`config.mk`:
```
export PLATFORM = sky130hd
export DESIGN_NAME = canopen_nmt_guarding_emergency
export DESIGN_NICKNAME = d
export VERILOG_FILES = /design/src/include/canopen_nmt_pkg.sv /design/src/include/nmt_link_if.sv /design/src/hw/canopen_nmt_guarding_emergency.sv /design/src/hw/life_guard.sv /design/src/hw/frame_sender.sv
export VERILOG_INCLUDE_DIRS = /design/src /design/src/include
export SDC_FILE = /design/constraint.sdc
export NUM_CORES = 1
export LEC_CHECK = 0
export BUFFER_PORTS_ARGS = -buffer_cell sky130_fd_sc_hd__buf_2
export CORE_AREA = 3 3 200 280
export CTS_CLUSTER_DIAMETER = 100
export DETAILED_ROUTE_END_ITERATION = 12
export DIE_AREA = 0 0 203 283
export PLACE_DENSITY = 0.73
export SYNTH_ARGS = -nofsm -noshare
export SYNTH_HDL_FRONTEND = slang
export SYNTH_SLANG_ARGS = --single-unit
```
`constraint.sdc`:
```
create_clock -name clk -period 10.62 [get_ports clk]
set_clock_uncertainty 0.2 [all_clocks]
set_input_delay 2.124 -clock clk [delete_from_list [all_inputs] [get_ports clk]]
set_output_delay 2.124 -clock clk [all_outputs]
set_load 0.1 [all_outputs]
```
`src/include/canopen_nmt_params.svh`:
```
// Constants for the CANopen network management, guarding and emergency block
// Behaviour
// - Send one empty boot frame after reset
// - Device error in Operational forces Pre-Operational
// - Leave error Pre-Operational only by start or stop command
// - Accept control words only while Operational
// - Start command in fault state resets error
// - Stop holds enabled drive; start re-enables it
// - Other drive states ignore network commands
// - Emergency payload: code, register, number, location, hours
// - Emergency on emergency identifier, eight bytes
// - Answer every guarding poll with network state
// - Missing poll within lifetime raises guarding error
// - Guard time is 16-bit milliseconds, master-written
// - Lifetime equals guard time times factor
// - Supervision starts at first guarding poll
// - Lifetime expiry: Pre-Operational, emergency location 91
// - Guard reply byte with toggling bit seven
// - Predefined default identifier set per function
// - Sync mode: latch reference, send actual value
// - Decode command byte; node zero means all
`ifndef CANOPEN_NMT_PARAMS_SVH
`define CANOPEN_NMT_PARAMS_SVH
`define CS_START        8'h01
`define CS_STOP         8'h02
`define CS_PREOP        8'h80
`define CS_RESET_NODE   8'h81
`define CS_RESET_COMM   8'h82
`define NODE_ALL        7'h00
`define FC_NMT          4'h0
`define FC_EMCY         4'h1
`define FC_TPDO1        4'h3
`define FC_RPDO1        4'h4
`define FC_SDO_TX       4'hb
`define FC_SDO_RX       4'hc
`define FC_GUARD        4'he
`define SYNC_NODE       7'h00
`define IDX_GUARD_TIME  16'h100c
`define IDX_LIFE_FACTOR 16'h100d
`define GUARD_TIME_RST  16'h0000
`define LIFE_FACTOR_RST 16'h0000
`define DLC_BOOT        4'h0
`define DLC_EMCY        4'h8
`define DLC_GUARD       4'h1
`define DLC_TPDO        4'h4
`define DLC_NMT         4'h2
`define GSTAT_PREOP     7'h7f
`define GSTAT_OPER      7'h05
`define GSTAT_STOP      7'h04
`define ERRLOC_GUARD    8'h5b
`define ERRCODE_GUARD   16'h0000
`define DRV_ENABLED     4'h4
`define DRV_SWITCHED_ON 4'h3
`define DRV_FAULT       4'h7
`define MS_NS           1000000
`define CLK_NS          25
`endif

```
`src/include/canopen_nmt_pkg.sv`:
```
// Types and identifier helper for the CANopen network management block
package canopen_nmt_pkg;
  typedef enum logic [2:0] {
    NMT_PREOP = 3'b001,
    NMT_OPER  = 3'b010,
    NMT_STOP  = 3'b100
  } nmt_state_t;
  typedef logic [10:0] cob_id_t;
  function automatic cob_id_t cobId(input logic [3:0] fc,
                                    input logic [6:0] node);
    return {fc, node};
  endfunction
endpackage

```
`src/include/nmt_link_if.sv`:
```
// Links the network core to its guard timer and frame sender
`timescale 1ns/1ps
interface nmt_link_if;
  logic        poll;
  logic        restart;
  logic        expire;
  logic [15:0] guardMs;
  logic [15:0] lifeFactor;
  logic        reqBoot;
  logic        reqEmcy;
  logic        reqGuard;
  logic        reqTpdo;
  logic [63:0] emcyData;
  logic [7:0]  guardByte;
  logic [31:0] tpdoData;
  logic [6:0]  nodeId;
  modport core  (output poll, restart, guardMs, lifeFactor, reqBoot,
                 reqEmcy, reqGuard, reqTpdo, emcyData, guardByte,
                 tpdoData, nodeId, input expire);
  modport guard (input poll, restart, guardMs, lifeFactor,
                 output expire);
  modport send  (input reqBoot, reqEmcy, reqGuard, reqTpdo, emcyData,
                 guardByte, tpdoData, nodeId);
endinterface

```
`src/hw/canopen_nmt_guarding_emergency.sv`:
```
// Network state, drive coupling, guarding and emergency for a slave node
`timescale 1ns/1ps
`include "canopen_nmt_params.svh"
module canopen_nmt_guarding_emergency #(
  parameter int TICK_CYCLES = `MS_NS / `CLK_NS
) (
  input wire logic    clk,           // 40 MHz system clock
  input wire logic    rst_n,         // Async reset, active low
  input wire logic [6:0] nodeIdPin,  // Node address switches
  input wire logic    cfgDonePin,    // Address and bit rate set
  input wire logic    rxValid,       // Received frame strobe
  input wire logic [10:0] rxId,      // Received identifier
  input wire logic    rxRtr,         // Received remote request
  input wire logic [3:0] rxDlc,      // Received data length
  input wire logic [63:0] rxData,    // Received payload
  output logic        txValid,       // Frame offered
  output logic [10:0] txId,          // Frame identifier
  output logic [3:0]  txDlc,         // Frame data length
  output logic [63:0] txData,        // Frame payload
  input wire logic    txReady,       // Frame taken
  input wire logic    odWrite,       // Object write strobe
  input wire logic [15:0] odIndex,   // Object index
  input wire logic [15:0] odWrData,  // Object write value
  output logic [15:0] odRdData,      // Object read value
  input wire logic    devError,      // Device error event
  input wire logic [15:0] errCode,   // Profile error code
  input wire logic [7:0]  errReg,    // Error register
  input wire logic [15:0] errNumber, // Device error number
  input wire logic [7:0]  errLocation, // Error location
  input wire logic [15:0] opHours,   // Operating hours
  input wire logic [3:0]  driveState, // Drive profile state
  input wire logic    syncMode,      // Apply reference and send actual value on sync
  input wire logic [31:0] actualValue, // Actual value to send
  output canopen_nmt_pkg::nmt_state_t nmtState, // Network state
  output logic [15:0] ctrlWord,      // Accepted control word
  output logic        ctrlWordValid, // Control word pulse
  output logic [15:0] refValue,      // Applied reference
  output logic        refValid,      // Reference pulse
  output logic        faultReset,    // Error reset pulse
  output logic        driveHold,     // Disable operation pulse
  output logic        driveResume,   // Enable operation pulse
  output logic        nodeReset,     // Application reset pulse
  output logic        guardError     // Guarding error, sticky
);
  // Pins come from outside the clock domain: two flip-flops each
  logic [6:0]  nodeMeta_q;
  logic [6:0]  nodeSync_q;
  logic        cfgMeta_q;
  logic        cfgSync_q;

  localparam canopen_nmt_pkg::nmt_state_t
    PRE = canopen_nmt_pkg::NMT_PREOP;
  localparam canopen_nmt_pkg::nmt_state_t
    OPR = canopen_nmt_pkg::NMT_OPER;
  localparam canopen_nmt_pkg::nmt_state_t
    STP = canopen_nmt_pkg::NMT_STOP;

  nmt_link_if lk ();

  canopen_nmt_pkg::nmt_state_t state_q;
  canopen_nmt_pkg::nmt_state_t state_d;
  logic        bootSent_q;
  logic        toggle_q;
  logic        holdPend_q;
  logic        guardErr_q;
  logic [15:0] guardMs_q;
  logic [15:0] lifeFactor_q;
  logic [15:0] rdData_q;
  logic [15:0] ctrl_q;
  logic        ctrlValid_q;
  logic [15:0] ref_q;
  logic [15:0] refPend_q;
  logic        refValid_q;
  logic        faultRst_q;
  logic        hold_q;
  logic        resume_q;
  logic        nodeRst_q;

  always_ff @(posedge clk or negedge rst_n) begin
    if (!rst_n) begin
      nodeMeta_q <= 7'h00;
      nodeSync_q <= 7'h00;
      cfgMeta_q  <= 1'b0;
      cfgSync_q  <= 1'b0;
    end else begin
      nodeMeta_q <= nodeIdPin;
      nodeSync_q <= nodeMeta_q;
      cfgMeta_q  <= cfgDonePin;
      cfgSync_q  <= cfgMeta_q;
    end
  end

  wire [6:0]  node   = nodeSync_q;
  wire        isOper = (state_q == OPR);
  wire        isStop = (state_q == STP);
  wire        dataRx = rxValid && !rxRtr;
  wire [7:0]  cmd    = rxData[7:0];
  wire [6:0]  target = rxData[14:8];

  // Identifiers of the predefined set
  wire [10:0] idNmt =
    canopen_nmt_pkg::cobId(`FC_NMT, `NODE_ALL);
  wire [10:0] idSync =
    canopen_nmt_pkg::cobId(`FC_EMCY, `SYNC_NODE);
  wire [10:0] idRpdo =
    canopen_nmt_pkg::cobId(`FC_RPDO1, node);
  wire [10:0] idGuard =
    canopen_nmt_pkg::cobId(`FC_GUARD, node);

  wire forMe = (target == `NODE_ALL) || (target == node);
  wire nmtRx = dataRx && (rxId == idNmt) && (rxDlc == `DLC_NMT);
  wire cmdGo      = nmtRx && forMe && (cmd == `CS_START);
  wire cmdStop    = nmtRx && forMe && (cmd == `CS_STOP);
  wire cmdPre     = nmtRx && forMe && (cmd == `CS_PREOP);
  wire cmdRstNode = nmtRx && forMe && (cmd == `CS_RESET_NODE);
  wire cmdRstComm = nmtRx && forMe && (cmd == `CS_RESET_COMM);
  wire anyReset   = cmdRstNode || cmdRstComm;

  wire syncRx   = dataRx && (rxId == idSync);
  wire rpdoRx   = dataRx && (rxId == idRpdo);
  wire pollRx   = rxValid && rxRtr && (rxId == idGuard);
  wire rpdoTake = rpdoRx && isOper;
  wire syncTake = syncRx && syncMode && isOper;
  wire expire   = lk.expire;

  // Only the fault, enabled and switched-on drive states react to commands
  wire drvFault = (driveState == `DRV_FAULT);
  wire drvEn    = (driveState == `DRV_ENABLED);
  wire drvOn    = (driveState == `DRV_SWITCHED_ON);
  wire doFault  = cmdGo && drvFault;
  wire doHold   = cmdStop && drvEn;
  wire doResume = cmdGo && holdPend_q && drvOn;

  // A device error in the expiry cycle loses its frame
  wire [63:0] devEmcy =
    {opHours, errLocation, errNumber, errReg, errCode};
  wire [63:0] guardEmcy =
    {opHours, `ERRLOC_GUARD, 16'h0000, errReg, `ERRCODE_GUARD};
  wire [6:0]  guardStat = isOper ? `GSTAT_OPER :
                          isStop ? `GSTAT_STOP :
                          `GSTAT_PREOP;

  wire wrGuard = odWrite && (odIndex == `IDX_GUARD_TIME);
  wire wrLife  = odWrite && (odIndex == `IDX_LIFE_FACTOR);
  wire [15:0] rdMux = (odIndex == `IDX_GUARD_TIME) ? guardMs_q :
                      (odIndex == `IDX_LIFE_FACTOR) ? lifeFactor_q :
                      16'h0000;

  always_comb begin
    state_d = state_q;
    unique case (state_q)
      PRE: begin
        if (cmdGo) state_d = OPR;
        else if (cmdStop) state_d = STP;
      end
      OPR: begin
        if (cmdStop) state_d = STP;
        else if (cmdPre) state_d = PRE;
      end
      STP: begin
        if (cmdGo) state_d = OPR;
        else if (cmdPre) state_d = PRE;
      end
    endcase
    // Errors and resets override what the master asked for
    if (devError && isOper) state_d = PRE;
    if (expire || anyReset) state_d = PRE;
  end

  always_ff @(posedge clk or negedge rst_n) begin
    if (!rst_n) state_q <= PRE;
    else state_q <= state_d;
  end

  always_ff @(posedge clk or negedge rst_n) begin
    if (!rst_n) bootSent_q <= 1'b0;
    else if (anyReset) bootSent_q <= 1'b0;
    else if (lk.reqBoot) bootSent_q <= 1'b1;
  end

  always_ff @(posedge clk or negedge rst_n) begin
    if (!rst_n) toggle_q <= 1'b0;
    else if (anyReset) toggle_q <= 1'b0;
    else if (pollRx) toggle_q <= !toggle_q;
  end

  // Expiry beats a reset command in the same cycle
  always_ff @(posedge clk or negedge rst_n) begin
    if (!rst_n) guardErr_q <= 1'b0;
    else if (expire) guardErr_q <= 1'b1;
    else if (anyReset) guardErr_q <= 1'b0;
  end

  always_ff @(posedge clk or negedge rst_n) begin
    if (!rst_n) holdPend_q <= 1'b0;
    else if (doHold) holdPend_q <= 1'b1;
    else if (doResume || anyReset) holdPend_q <= 1'b0;
    // Leaving on or enabled by another path cancels the resume
    else if (!drvOn && !drvEn) holdPend_q <= 1'b0;
  end

  always_ff @(posedge clk or negedge rst_n) begin
    if (!rst_n) begin
      guardMs_q    <= `GUARD_TIME_RST;
      lifeFactor_q <= `LIFE_FACTOR_RST;
    end else begin
      if (wrGuard) guardMs_q <= odWrData;
      if (wrLife) lifeFactor_q <= odWrData;
    end
  end

  always_ff @(posedge clk or negedge rst_n) begin
    if (!rst_n) rdData_q <= 16'h0000;
    else rdData_q <= rdMux;
  end

  always_ff @(posedge clk or negedge rst_n) begin
    if (!rst_n) begin
      ctrl_q      <= 16'h0000;
      ctrlValid_q <= 1'b0;
    end else begin
      ctrlValid_q <= rpdoTake;
      if (rpdoTake) ctrl_q <= rxData[15:0];
    end
  end

  // In sync mode the reference waits for the next sync frame
  wire        refNow = (rpdoTake && !syncMode) || syncTake;
  wire [15:0] refSrc = syncMode ? refPend_q : rxData[31:16];
  always_ff @(posedge clk or negedge rst_n) begin
    if (!rst_n) begin
      ref_q      <= 16'h0000;
      refPend_q  <= 16'h0000;
      refValid_q <= 1'b0;
    end else begin
      refValid_q <= refNow;
      if (refNow) ref_q <= refSrc;
      if (rpdoTake) refPend_q <= rxData[31:16];
    end
  end

  always_ff @(posedge clk or negedge rst_n) begin
    if (!rst_n) begin
      faultRst_q <= 1'b0;
      hold_q     <= 1'b0;
      resume_q   <= 1'b0;
      nodeRst_q  <= 1'b0;
    end else begin
      faultRst_q <= doFault;
      hold_q     <= doHold;
      resume_q   <= doResume;
      nodeRst_q  <= cmdRstNode;
    end
  end

  assign lk.poll       = pollRx;
  assign lk.restart    = anyReset;
  assign lk.guardMs    = guardMs_q;
  assign lk.lifeFactor = lifeFactor_q;
  assign lk.reqBoot    = cfgSync_q && !bootSent_q;
  assign lk.reqEmcy    = expire || devError;
  assign lk.emcyData   = expire ? guardEmcy : devEmcy;
  assign lk.reqGuard   = pollRx;
  assign lk.guardByte  = {toggle_q, guardStat};
  assign lk.reqTpdo    = syncTake;
  assign lk.tpdoData   = actualValue;
  assign lk.nodeId     = node;

  assign nmtState      = state_q;
  assign odRdData      = rdData_q;
  assign ctrlWord      = ctrl_q;
  assign ctrlWordValid = ctrlValid_q;
  assign refValue      = ref_q;
  assign refValid      = refValid_q;
  assign faultReset    = faultRst_q;
  assign driveHold     = hold_q;
  assign driveResume   = resume_q;
  assign nodeReset     = nodeRst_q;
  assign guardError    = guardErr_q;

  life_guard #(.TICK_CYCLES(TICK_CYCLES)) u_guard (
    .clk   (clk),
    .rst_n (rst_n),
    .lk    (lk)
  );

  frame_sender u_send (
    .clk     (clk),
    .rst_n   (rst_n),
    .lk      (lk),
    .txValid (txValid),
    .txId    (txId),
    .txDlc   (txDlc),
    .txData  (txData),
    .txReady (txReady)
  );

  property p_err_drop;
    @(posedge clk) disable iff (!rst_n)
    devError && isOper |=> nmtState == PRE;
  endproperty
  a_err_drop: assert property (p_err_drop)
    else $error("device error left network operational");

  property p_rpdo_gate;
    @(posedge clk) disable iff (!rst_n)
    rpdoRx && !isOper |=> !ctrlWordValid;
  endproperty
  a_rpdo_gate: assert property (p_rpdo_gate)
    else $error("control word taken outside operational");

  property p_toggle;
    @(posedge clk) disable iff (!rst_n)
    pollRx |=> toggle_q != $past(toggle_q);
  endproperty
  a_toggle: assert property (p_toggle)
    else $error("guard reply bit seven did not toggle");
endmodule

```
`src/hw/life_guard.sv`:
```
// Life guarding supervision timer with its millisecond divider
`timescale 1ns/1ps
`include "canopen_nmt_params.svh"
module life_guard #(
  parameter int TICK_CYCLES = `MS_NS / `CLK_NS
) (
  input wire logic    clk,   // System clock
  input wire logic    rst_n, // Async reset, active low
  nmt_link_if.guard   lk     // Poll, restart and expiry
);
  localparam int TW = $clog2(TICK_CYCLES);
  logic [TW-1:0] tickCnt_q;
  logic [31:0]   msCnt_q;
  logic          active_q;
  logic          expire_q;

  wire        tick = (tickCnt_q == TW'(TICK_CYCLES - 1));
  wire [31:0] limit = {16'h0000, lk.guardMs} *
                      {16'h0000, lk.lifeFactor};
  // A zero lifetime disables supervision, as the master expects
  wire        expireNow = active_q && (limit != 32'h0) &&
                          (msCnt_q >= limit) && !lk.poll;

  // Divider restarts with each poll so the window is exact to a cycle
  always_ff @(posedge clk or negedge rst_n) begin
    if (!rst_n) tickCnt_q <= '0;
    else if (lk.poll || tick) tickCnt_q <= '0;
    else tickCnt_q <= tickCnt_q + TW'(1);
  end

  always_ff @(posedge clk or negedge rst_n) begin
    if (!rst_n) msCnt_q <= 32'h0;
    else if (lk.poll) msCnt_q <= 32'h0;
    else if (active_q && tick) msCnt_q <= msCnt_q + 32'h1;
  end

  always_ff @(posedge clk or negedge rst_n) begin
    if (!rst_n) active_q <= 1'b0;
    else if (lk.restart) active_q <= 1'b0;
    else if (lk.poll) active_q <= 1'b1;
    else if (expireNow) active_q <= 1'b0;
  end

  always_ff @(posedge clk or negedge rst_n) begin
    if (!rst_n) expire_q <= 1'b0;
    else expire_q <= expireNow && !lk.restart;
  end

  assign lk.expire = expire_q;

  property p_life_limit;
    @(posedge clk) disable iff (!rst_n)
    expire_q |-> ($past(msCnt_q) >= $past(limit)) && ($past(limit) != 0);
  endproperty
  a_life_limit: assert property (p_life_limit)
    else $error("guard expiry before lifetime elapsed");

  property p_poll_restart;
    @(posedge clk) disable iff (!rst_n)
    lk.poll && !lk.restart |=> active_q && (msCnt_q == 32'h0) && !expire_q;
  endproperty
  a_poll_restart: assert property (p_poll_restart)
    else $error("poll did not start supervision");
endmodule

```
`src/hw/frame_sender.sv`:
```
// Prioritised transmit of boot, emergency, guard and process frames
`timescale 1ns/1ps
`include "canopen_nmt_params.svh"
module frame_sender (
  input wire logic          clk,     // System clock
  input wire logic          rst_n,   // Async reset, active low
  nmt_link_if.send          lk,      // Frame requests and payloads
  output logic              txValid, // Frame offered to controller
  output logic [10:0]       txId,    // Frame identifier
  output logic [3:0]        txDlc,   // Frame data length
  output logic [63:0]       txData,  // Payload, byte 0 in bits 7:0
  input wire logic          txReady  // Controller takes the frame
);
  localparam int NSRC = 4;
  wire  [NSRC-1:0] req = {lk.reqTpdo, lk.reqGuard, lk.reqEmcy, lk.reqBoot};
  logic [NSRC-1:0] pend_q;
  logic [NSRC-1:0] grant;
  logic [63:0]     emcy_q;
  logic [7:0]      guard_q;
  logic [31:0]     tpdo_q;

  wire load = (|pend_q) && (!txValid || txReady);

  // Lower index wins; a new request in the grant cycle stays pending
  for (genvar i = 0; i < NSRC; i++) begin : g_src
    assign grant[i] = load && pend_q[i] &&
                      ((pend_q & NSRC'((1 << i) - 1)) == '0);
    always_ff @(posedge clk or negedge rst_n) begin
      if (!rst_n) pend_q[i] <= 1'b0;
      else pend_q[i] <= req[i] | (pend_q[i] & ~grant[i]);
    end
  end

  wire [3:0]  nextFc   = grant[2] ? `FC_GUARD :
                         grant[3] ? `FC_TPDO1 : `FC_EMCY;
  wire [3:0]  nextDlc  = grant[0] ? `DLC_BOOT :
                         grant[1] ? `DLC_EMCY :
                         grant[2] ? `DLC_GUARD : `DLC_TPDO;
  wire [63:0] nextData = grant[1] ? emcy_q :
                         grant[2] ? {56'h0, guard_q} :
                         grant[3] ? {32'h0, tpdo_q} : 64'h0;

  always_ff @(posedge clk or negedge rst_n) begin
    if (!rst_n) begin
      emcy_q  <= 64'h0;
      guard_q <= 8'h00;
      tpdo_q  <= 32'h0;
    end else begin
      if (lk.reqEmcy) emcy_q <= lk.emcyData;
      if (lk.reqGuard) guard_q <= lk.guardByte;
      if (lk.reqTpdo) tpdo_q <= lk.tpdoData;
    end
  end

  always_ff @(posedge clk or negedge rst_n) begin
    if (!rst_n) txValid <= 1'b0;
    else if (load) txValid <= 1'b1;
    else if (txReady) txValid <= 1'b0;
  end

  always_ff @(posedge clk or negedge rst_n) begin
    if (!rst_n) begin
      txId   <= 11'h000;
      txDlc  <= 4'h0;
      txData <= 64'h0;
    end else if (load) begin
      txId   <= canopen_nmt_pkg::cobId(nextFc, lk.nodeId);
      txDlc  <= nextDlc;
      txData <= nextData;
    end
  end

  property p_hold;
    @(posedge clk) disable iff (!rst_n)
    txValid && !txReady |=> txValid && $stable(txId) && $stable(txData);
  endproperty
  a_hold: assert property (p_hold)
    else $error("frame changed before acceptance");

  property p_boot_id;
    @(posedge clk) disable iff (!rst_n)
    txValid && (txDlc == `DLC_BOOT) |->
      txId == canopen_nmt_pkg::cobId(`FC_EMCY, lk.nodeId);
  endproperty
  a_boot_id: assert property (p_boot_id)
    else $error("empty frame not on emergency identifier");

  property p_emcy_id;
    @(posedge clk) disable iff (!rst_n)
    txValid && (txDlc == `DLC_EMCY) |->
      txId == canopen_nmt_pkg::cobId(`FC_EMCY, lk.nodeId);
  endproperty
  a_emcy_id: assert property (p_emcy_id)
    else $error("eight byte frame not on emergency identifier");
endmodule

```
==> metrics.yaml, run 1 <==
io_pins: 365
min_to: "cfgSync_q"
crit_fanout: 18
rows: 100
fin_setup_tns_ps: 0
place_ws_ps: 2216
syn_area_um2: 24030
route.met2.wl_um: 32020
numPortBuffers: 331
start_util: 0.4498
slew_violations: 0
ys_seq_elements: 357
m1WireLength_um: 23150
synth_edf_count: 0
drtIter0Drc: 1063
finalCriticalPeriod_ps: 8448
critPathLaunch: "guardMs_q[8]"
synth_cell_types: 75
min_path_cells: 0
firstDrtPassIters: 6
grt_max_degree: 156
crit_arrival_ps: 8710
clkTransAtPathRegs_ps: 60
htree_levels: 2
worstPathRequired_ps: 10890
final_common_cell: "dfrtp_1"
tightestPinTransition_ps: 1150
r2r_slack_ps: 2170
hold_class: "register to register"
ant_nets: 0
switchingPower_mw: 1.308
grt_pass1_vias: 19560
place_area_um2: 26270
synthFlopType: "dfrtp_1"
r2r_end: "u_guard.active_q"
synthArstFlopShare: 1.000
post_drt_wl_per_cell_um: 18.14
internal_power_mw: 2.350
gr-total-overflow: 0
cts_sinks: 357
gp_congestion: 0.8762
cts_setup_buffers: 0
maxUsedRoutingLayer: "met4"
power_frac_comb: 0.231
ctsLongestPathBuffers: 3
nets: 3162
track_usage: 0.2121
vdd_drop_max_mv: 0.09823
r2r_cells: 23
final_cell_mix: "dfrtp_1, buf_2, nand2_1"
post-route-period-util: 0.7954
die_y_um: 283
fmaxAchievable_mhz: 118.4
p_sw_frac: 0.3577
num_vias: 18140
met3_wirelength_um: 2781
netlist_instances: 2345
p_seq_frac: 0.419
min_from: "cfgMeta_q"
timing.hold.ws_ps: 143.1
endpoint_kind: "register"
start_kind: "register"
powerDensity_nw_per_um2: 133.1
setup_viol: 0
die_area_um2: 57450
synth-seq-area-share: 0.3718
fin_ws_ps: 2172
syn-num-nets: 2904
stdcell_area_um2: 27480
area_delta_synth_final_pct: 14.34
cts_buffers: 36
wl_um: 60800
maxCapViolCount: 0
die_w_um: 203
rsz0062_at_grt: "false"
cts_tree: "done"
via_per_inst: 5.411
crit-reg2reg-launch: "guardMs_q[8]"
yosys_warnings: 0
grt_pass1_wl_um: 100200
cts-resized-gates: 0
clockRootBuffer: "clkbuf_16"
critPathKind: "register to register"
clk_latency_ps: 560
layout-drive-gt1-share: 0.2024
core-area_um2: 53430
max_slew_margin: 0.2335
cts_hold_buf: 0
p_clk_frac: 0.350
p_leak_nw: 13.19
drc: 0
syn-mean-instance-area_um2: 10.25
hold_violations: 0
place_hpwl_um: 45630
outcome: "finished clean"
antenna_found_initial: 9
[worst max path at each step]
stage | endpoint | slack [ps] | depth (start not counted)
floorplan | u_guard.active_q | 3170 | 28
global placement | u_guard.active_q | 2350 | 23
detailed placement | u_guard.active_q | 2220 | 23
CTS | u_guard.active_q | 2180 | 23
global route | u_guard.active_q | 1750 | 23
finish | u_guard.active_q | 2170 | 23
[cells in the mapped netlist, types with 27 or more instances]
cell,number,area (um^2)
dfrtp_1,356,8909
nand2_1,317,1190
inv_1,211,792.0
fa_1,194,3884
nor2_1,152,570.6
ha_1,138,1727
and2_1,117,732.0
mux2_2,111,1250
clkbuf_1,110,412.9
o21ai_0,96,480.5
a21oi_1,79,395.4
mux2i_1,67,670.6
xor2_1,46,402.9
a21o_1,30,225.2
xnor2_1,27,236.5
[critical path: stages (launching register included)]
cell and delay, ps:
dfrtp_1 900, nand2_1 180, fa_1 570, fa_1 430
fa_1 500, fa_1 590, fa_1 450, fa_1 530
inv_1 50, ha_1 390, a21oi_1 250, o21ai_1 200
o2bb2ai_1 210, or4_1 500, a31o_1 220, a21oi_1 170
xor2_1 300, ha_1 310, a21o_1 160, a21oi_1 210
nand3_1 100, o41ai_1 660, a31oi_1 200, o31ai_2 90
[kinds of logic after synthesis]
group | count (synthesis) | share of synthesized area
AOI/OAI and AO/OA | 306 | 0.08090
and+or+nand+nor | 747 | 0.1461
buffers and inverters | 334 | 0.05310
adders and majority gates | 332 | 0.2334
xor gates and xnor gates | 73 | 0.02660
other | 1 | 0.0001560
muxes | 195 | 0.08788
DFF | 357 | 0.3718
[sequential cells by signal, indices dropped and copies added, names as in the netlist, 32 cells and up]
name	count
u_guard.msCnt_q	32
u_send.emcy_q	64
u_send.tpdo_q	32
u_send.txData	64
[per-layer routing]
metal | vias up | global-route usage
met5 | - | 0
met4 | 0 | 0.09326
met3 | 170 | 0.02676
met2 | 530 | 0.3851
met1 | 9187 | 0.2500
li1 | 8250 | -
[layout make-up]
type                            count  area [um^2]
Timing Repair Buffer              343         1769
Fill cell                        4703        25950
Multi-Input combinational cell   1654        13880
Antenna cell                        9        22.52
Inverter                          211        792.0
Clock buffer                       54         1070
Tap cell                          714        893.4
Clock inverter                     10        118.9
Sequential cell                   357         8935
[metrics by stage]
step,total power [mW],instances,utilization
after floorplan,2.194,2345,-
after global placement,2.384,3279,0.4917
after detailed placement,2.404,3279,0.4917
after CTS,3.684,3343,0.5139
after global routing,3.787,3352,0.5144
final,3.658,3352,0.5144
[power by group through the flow]
stage               registers (mW)  logic (mW)  clock network, mW
floorplan                     2.04       0.152                  0
global placement              1.55       0.835                  0
detailed placement            1.56       0.848                  0
CTS                           1.53       0.851               1.30
global route                  1.54       0.887               1.36
finish                        1.53       0.846               1.28
(Power assumes the default switching activity.)
==> run 2: changes to the inputs <==
- clock period: 10.62 -> 8.3 ns (I/O delays scaled with it)
==> run 2 against run 1 <==
Effect of this change:
- sequential power grew 28%
- hold slack worse by 8.0 ps
- critical path depth up 4
- combinational power rose by 28%
- maximum frequency rose by 5.1%
==> metrics.yaml, run 2 (same netlist as run 1, synthesis figures left out) <==
outcome: "finished clean"
layout-drive-gt1-share: 0.2175
cts_sinks: 357
fmaxAchievable_mhz: 124.5
max_slew_margin: 0.2117
place_area_um2: 26470
track_usage: 0.2149
place_hpwl_um: 46920
tightestPinTransition_ps: 1182
firstDrtPassIters: 7
fin_setup_tns_ps: 0
numPortBuffers: 331
grt_pass1_vias: 19930
worstPathRequired_ps: 8550
drtIter0Drc: 976
setup_viol: 0
via_per_inst: 5.404
post-route-period-util: 0.9680
p_leak_nw: 13.30
area_delta_synth_final_pct: 15.31
finalCriticalPeriod_ps: 8035
place_ws_ps: 38.42
antenna_found_initial: 9
ant_nets: 0
core-area_um2: 53430
reg.largest.list: "u_send.emcy_q x64, u_send.txData x64"
powerDensity_nw_per_um2: 168.9
final_cell_mix: "dfrtp_1, buf_2, nand2_1"
gp_congestion: 0.8692
gr-total-overflow: 0
cts_buffers: 36
maxCapViolCount: 0
grt_pass1_wl_um: 101200
crit_fanout: 11
cts_hold_buf: 0
die_area_um2: 57450
start_kind: "register"
ctsLongestPathBuffers: 3
hold_violations: 0
crit_arrival_ps: 8280
clockRootBuffer: "clkbuf_16"
hold_class: "register to register"
vdd_drop_max_mv: 0.1575
num_vias: 18240
slew_violations: 0
rows: 100
die_y_um: 283
critPathKind: "register to register"
clkTransAtPathRegs_ps: 60
die_w_um: 203
cts_tree: "done"
fin_ws_ps: 265.5
clk_latency_ps: 550
io_pins: 365
cts_setup_buffers: 0
htree_levels: 2
drc: 0
post_drt_wl_per_cell_um: 18.29
grt_max_degree: 141
endpoint_kind: "register"
wl_um: 61740
stdcell_area_um2: 27710
start_util: 0.4498
timing.hold.ws_ps: 135.1
p_total_mw: 4.681
final_common_cell: "dfrtp_1"
nets: 3189
==> run 2: cell types whose count changed in the layout (fill, tap and decap cells not counted), moves of 2 or more <==
cell      change
buf_4        +27
inv_16        -2
clkbuf_8      -2
dfrtp_1      -17
dfrtp_2      +17
clkinv_4      -2
==> run 2: timing repair <==
item	CTS	global route
pin swaps	0	3
setup endpoints to repair	2	2
gates resized for setup	2	18
gates cloned	0	0
==> run 2: final cells by class <==
type | instances | area [um^2]
Fill cell | 4627 | 25710
Multi-Input combinational cell | 1654 | 13900
Sequential cell | 357 | 8956
Timing Repair Buffer | 370 | 1972
Clock buffer | 51 | 1039
Tap cell | 714 | 893.4
Inverter | 211 | 792.0
Clock inverter | 10 | 142.6
Antenna cell | 8 | 20.02
==> run 2: critical path: stages (launching register included) <==
cell and delay, ps:
dfrtp_1 580, buf_4 260, nand2_1 90, fa_1 540, inv_1 50, fa_1 540, ha_1 140, inv_1 50
fa_1 460, fa_1 520, fa_1 500, inv_1 40, ha_1 350, and2_1 240, a32oi_1 390, a21oi_2 140
or4_1 520, a31o_1 220, a21oi_1 170, xor2_1 300, ha_1 310, a21o_1 160, a21oi_1 210, nand3_1 120
o41ai_2 430, buf_4 190, a31oi_1 100, o31ai_2 80
==> run 2: path summary, 6_finish.rpt <==
check | slack [ps] | cells past startpoint | to | startpoint
max | 270 | 27 | u_guard.active_q | lifeFactor_q[1]
min | 140 | 0 | cfgSync_q | cfgMeta_q
max reg2reg | 270 | 27 | u_guard.active_q | lifeFactor_q[1]
min reg2reg | 140 | 0 | cfgSync_q | cfgMeta_q
max in group asynchronous | 5130 | 2 | u_send.txId[3] | rst_n
min in group asynchronous | 1000 | 1 | refPend_q[11] | rst_n
==> run 2: power breakdown <==
group / internal (mW) / switching, mW / total, mW / leakage [nW]
Combinational: 0.193 / 0.889 / 1.08 / 8.21
Sequential: 1.88 / 0.0834 / 1.96 / 4.51
Clock: 0.941 / 0.697 / 1.64 / 0.575
Total: 3.01 / 1.67 / 4.68 / 13.3
==> run 2: stage by stage <==
stage               std cells  utilization
finish                   3375       0.5187
global route             3375       0.5187
CTS                      3367       0.5176
detailed placement       3306       0.4955
global placement         3306       0.4955
floorplan                2345            -
==> run 2: per-layer routing <==
layer	wire length (um)	vias to the layer above	global-route usage	part of all wire
li1	-	8305	-	-
met1	23390	9211	0.2474	0.38
met2	32610	541	0.3899	0.53
met3	2837	180	0.03078	0.046
met4	2893	2	0.1037	0.047
met5	13	-	0	0.00021
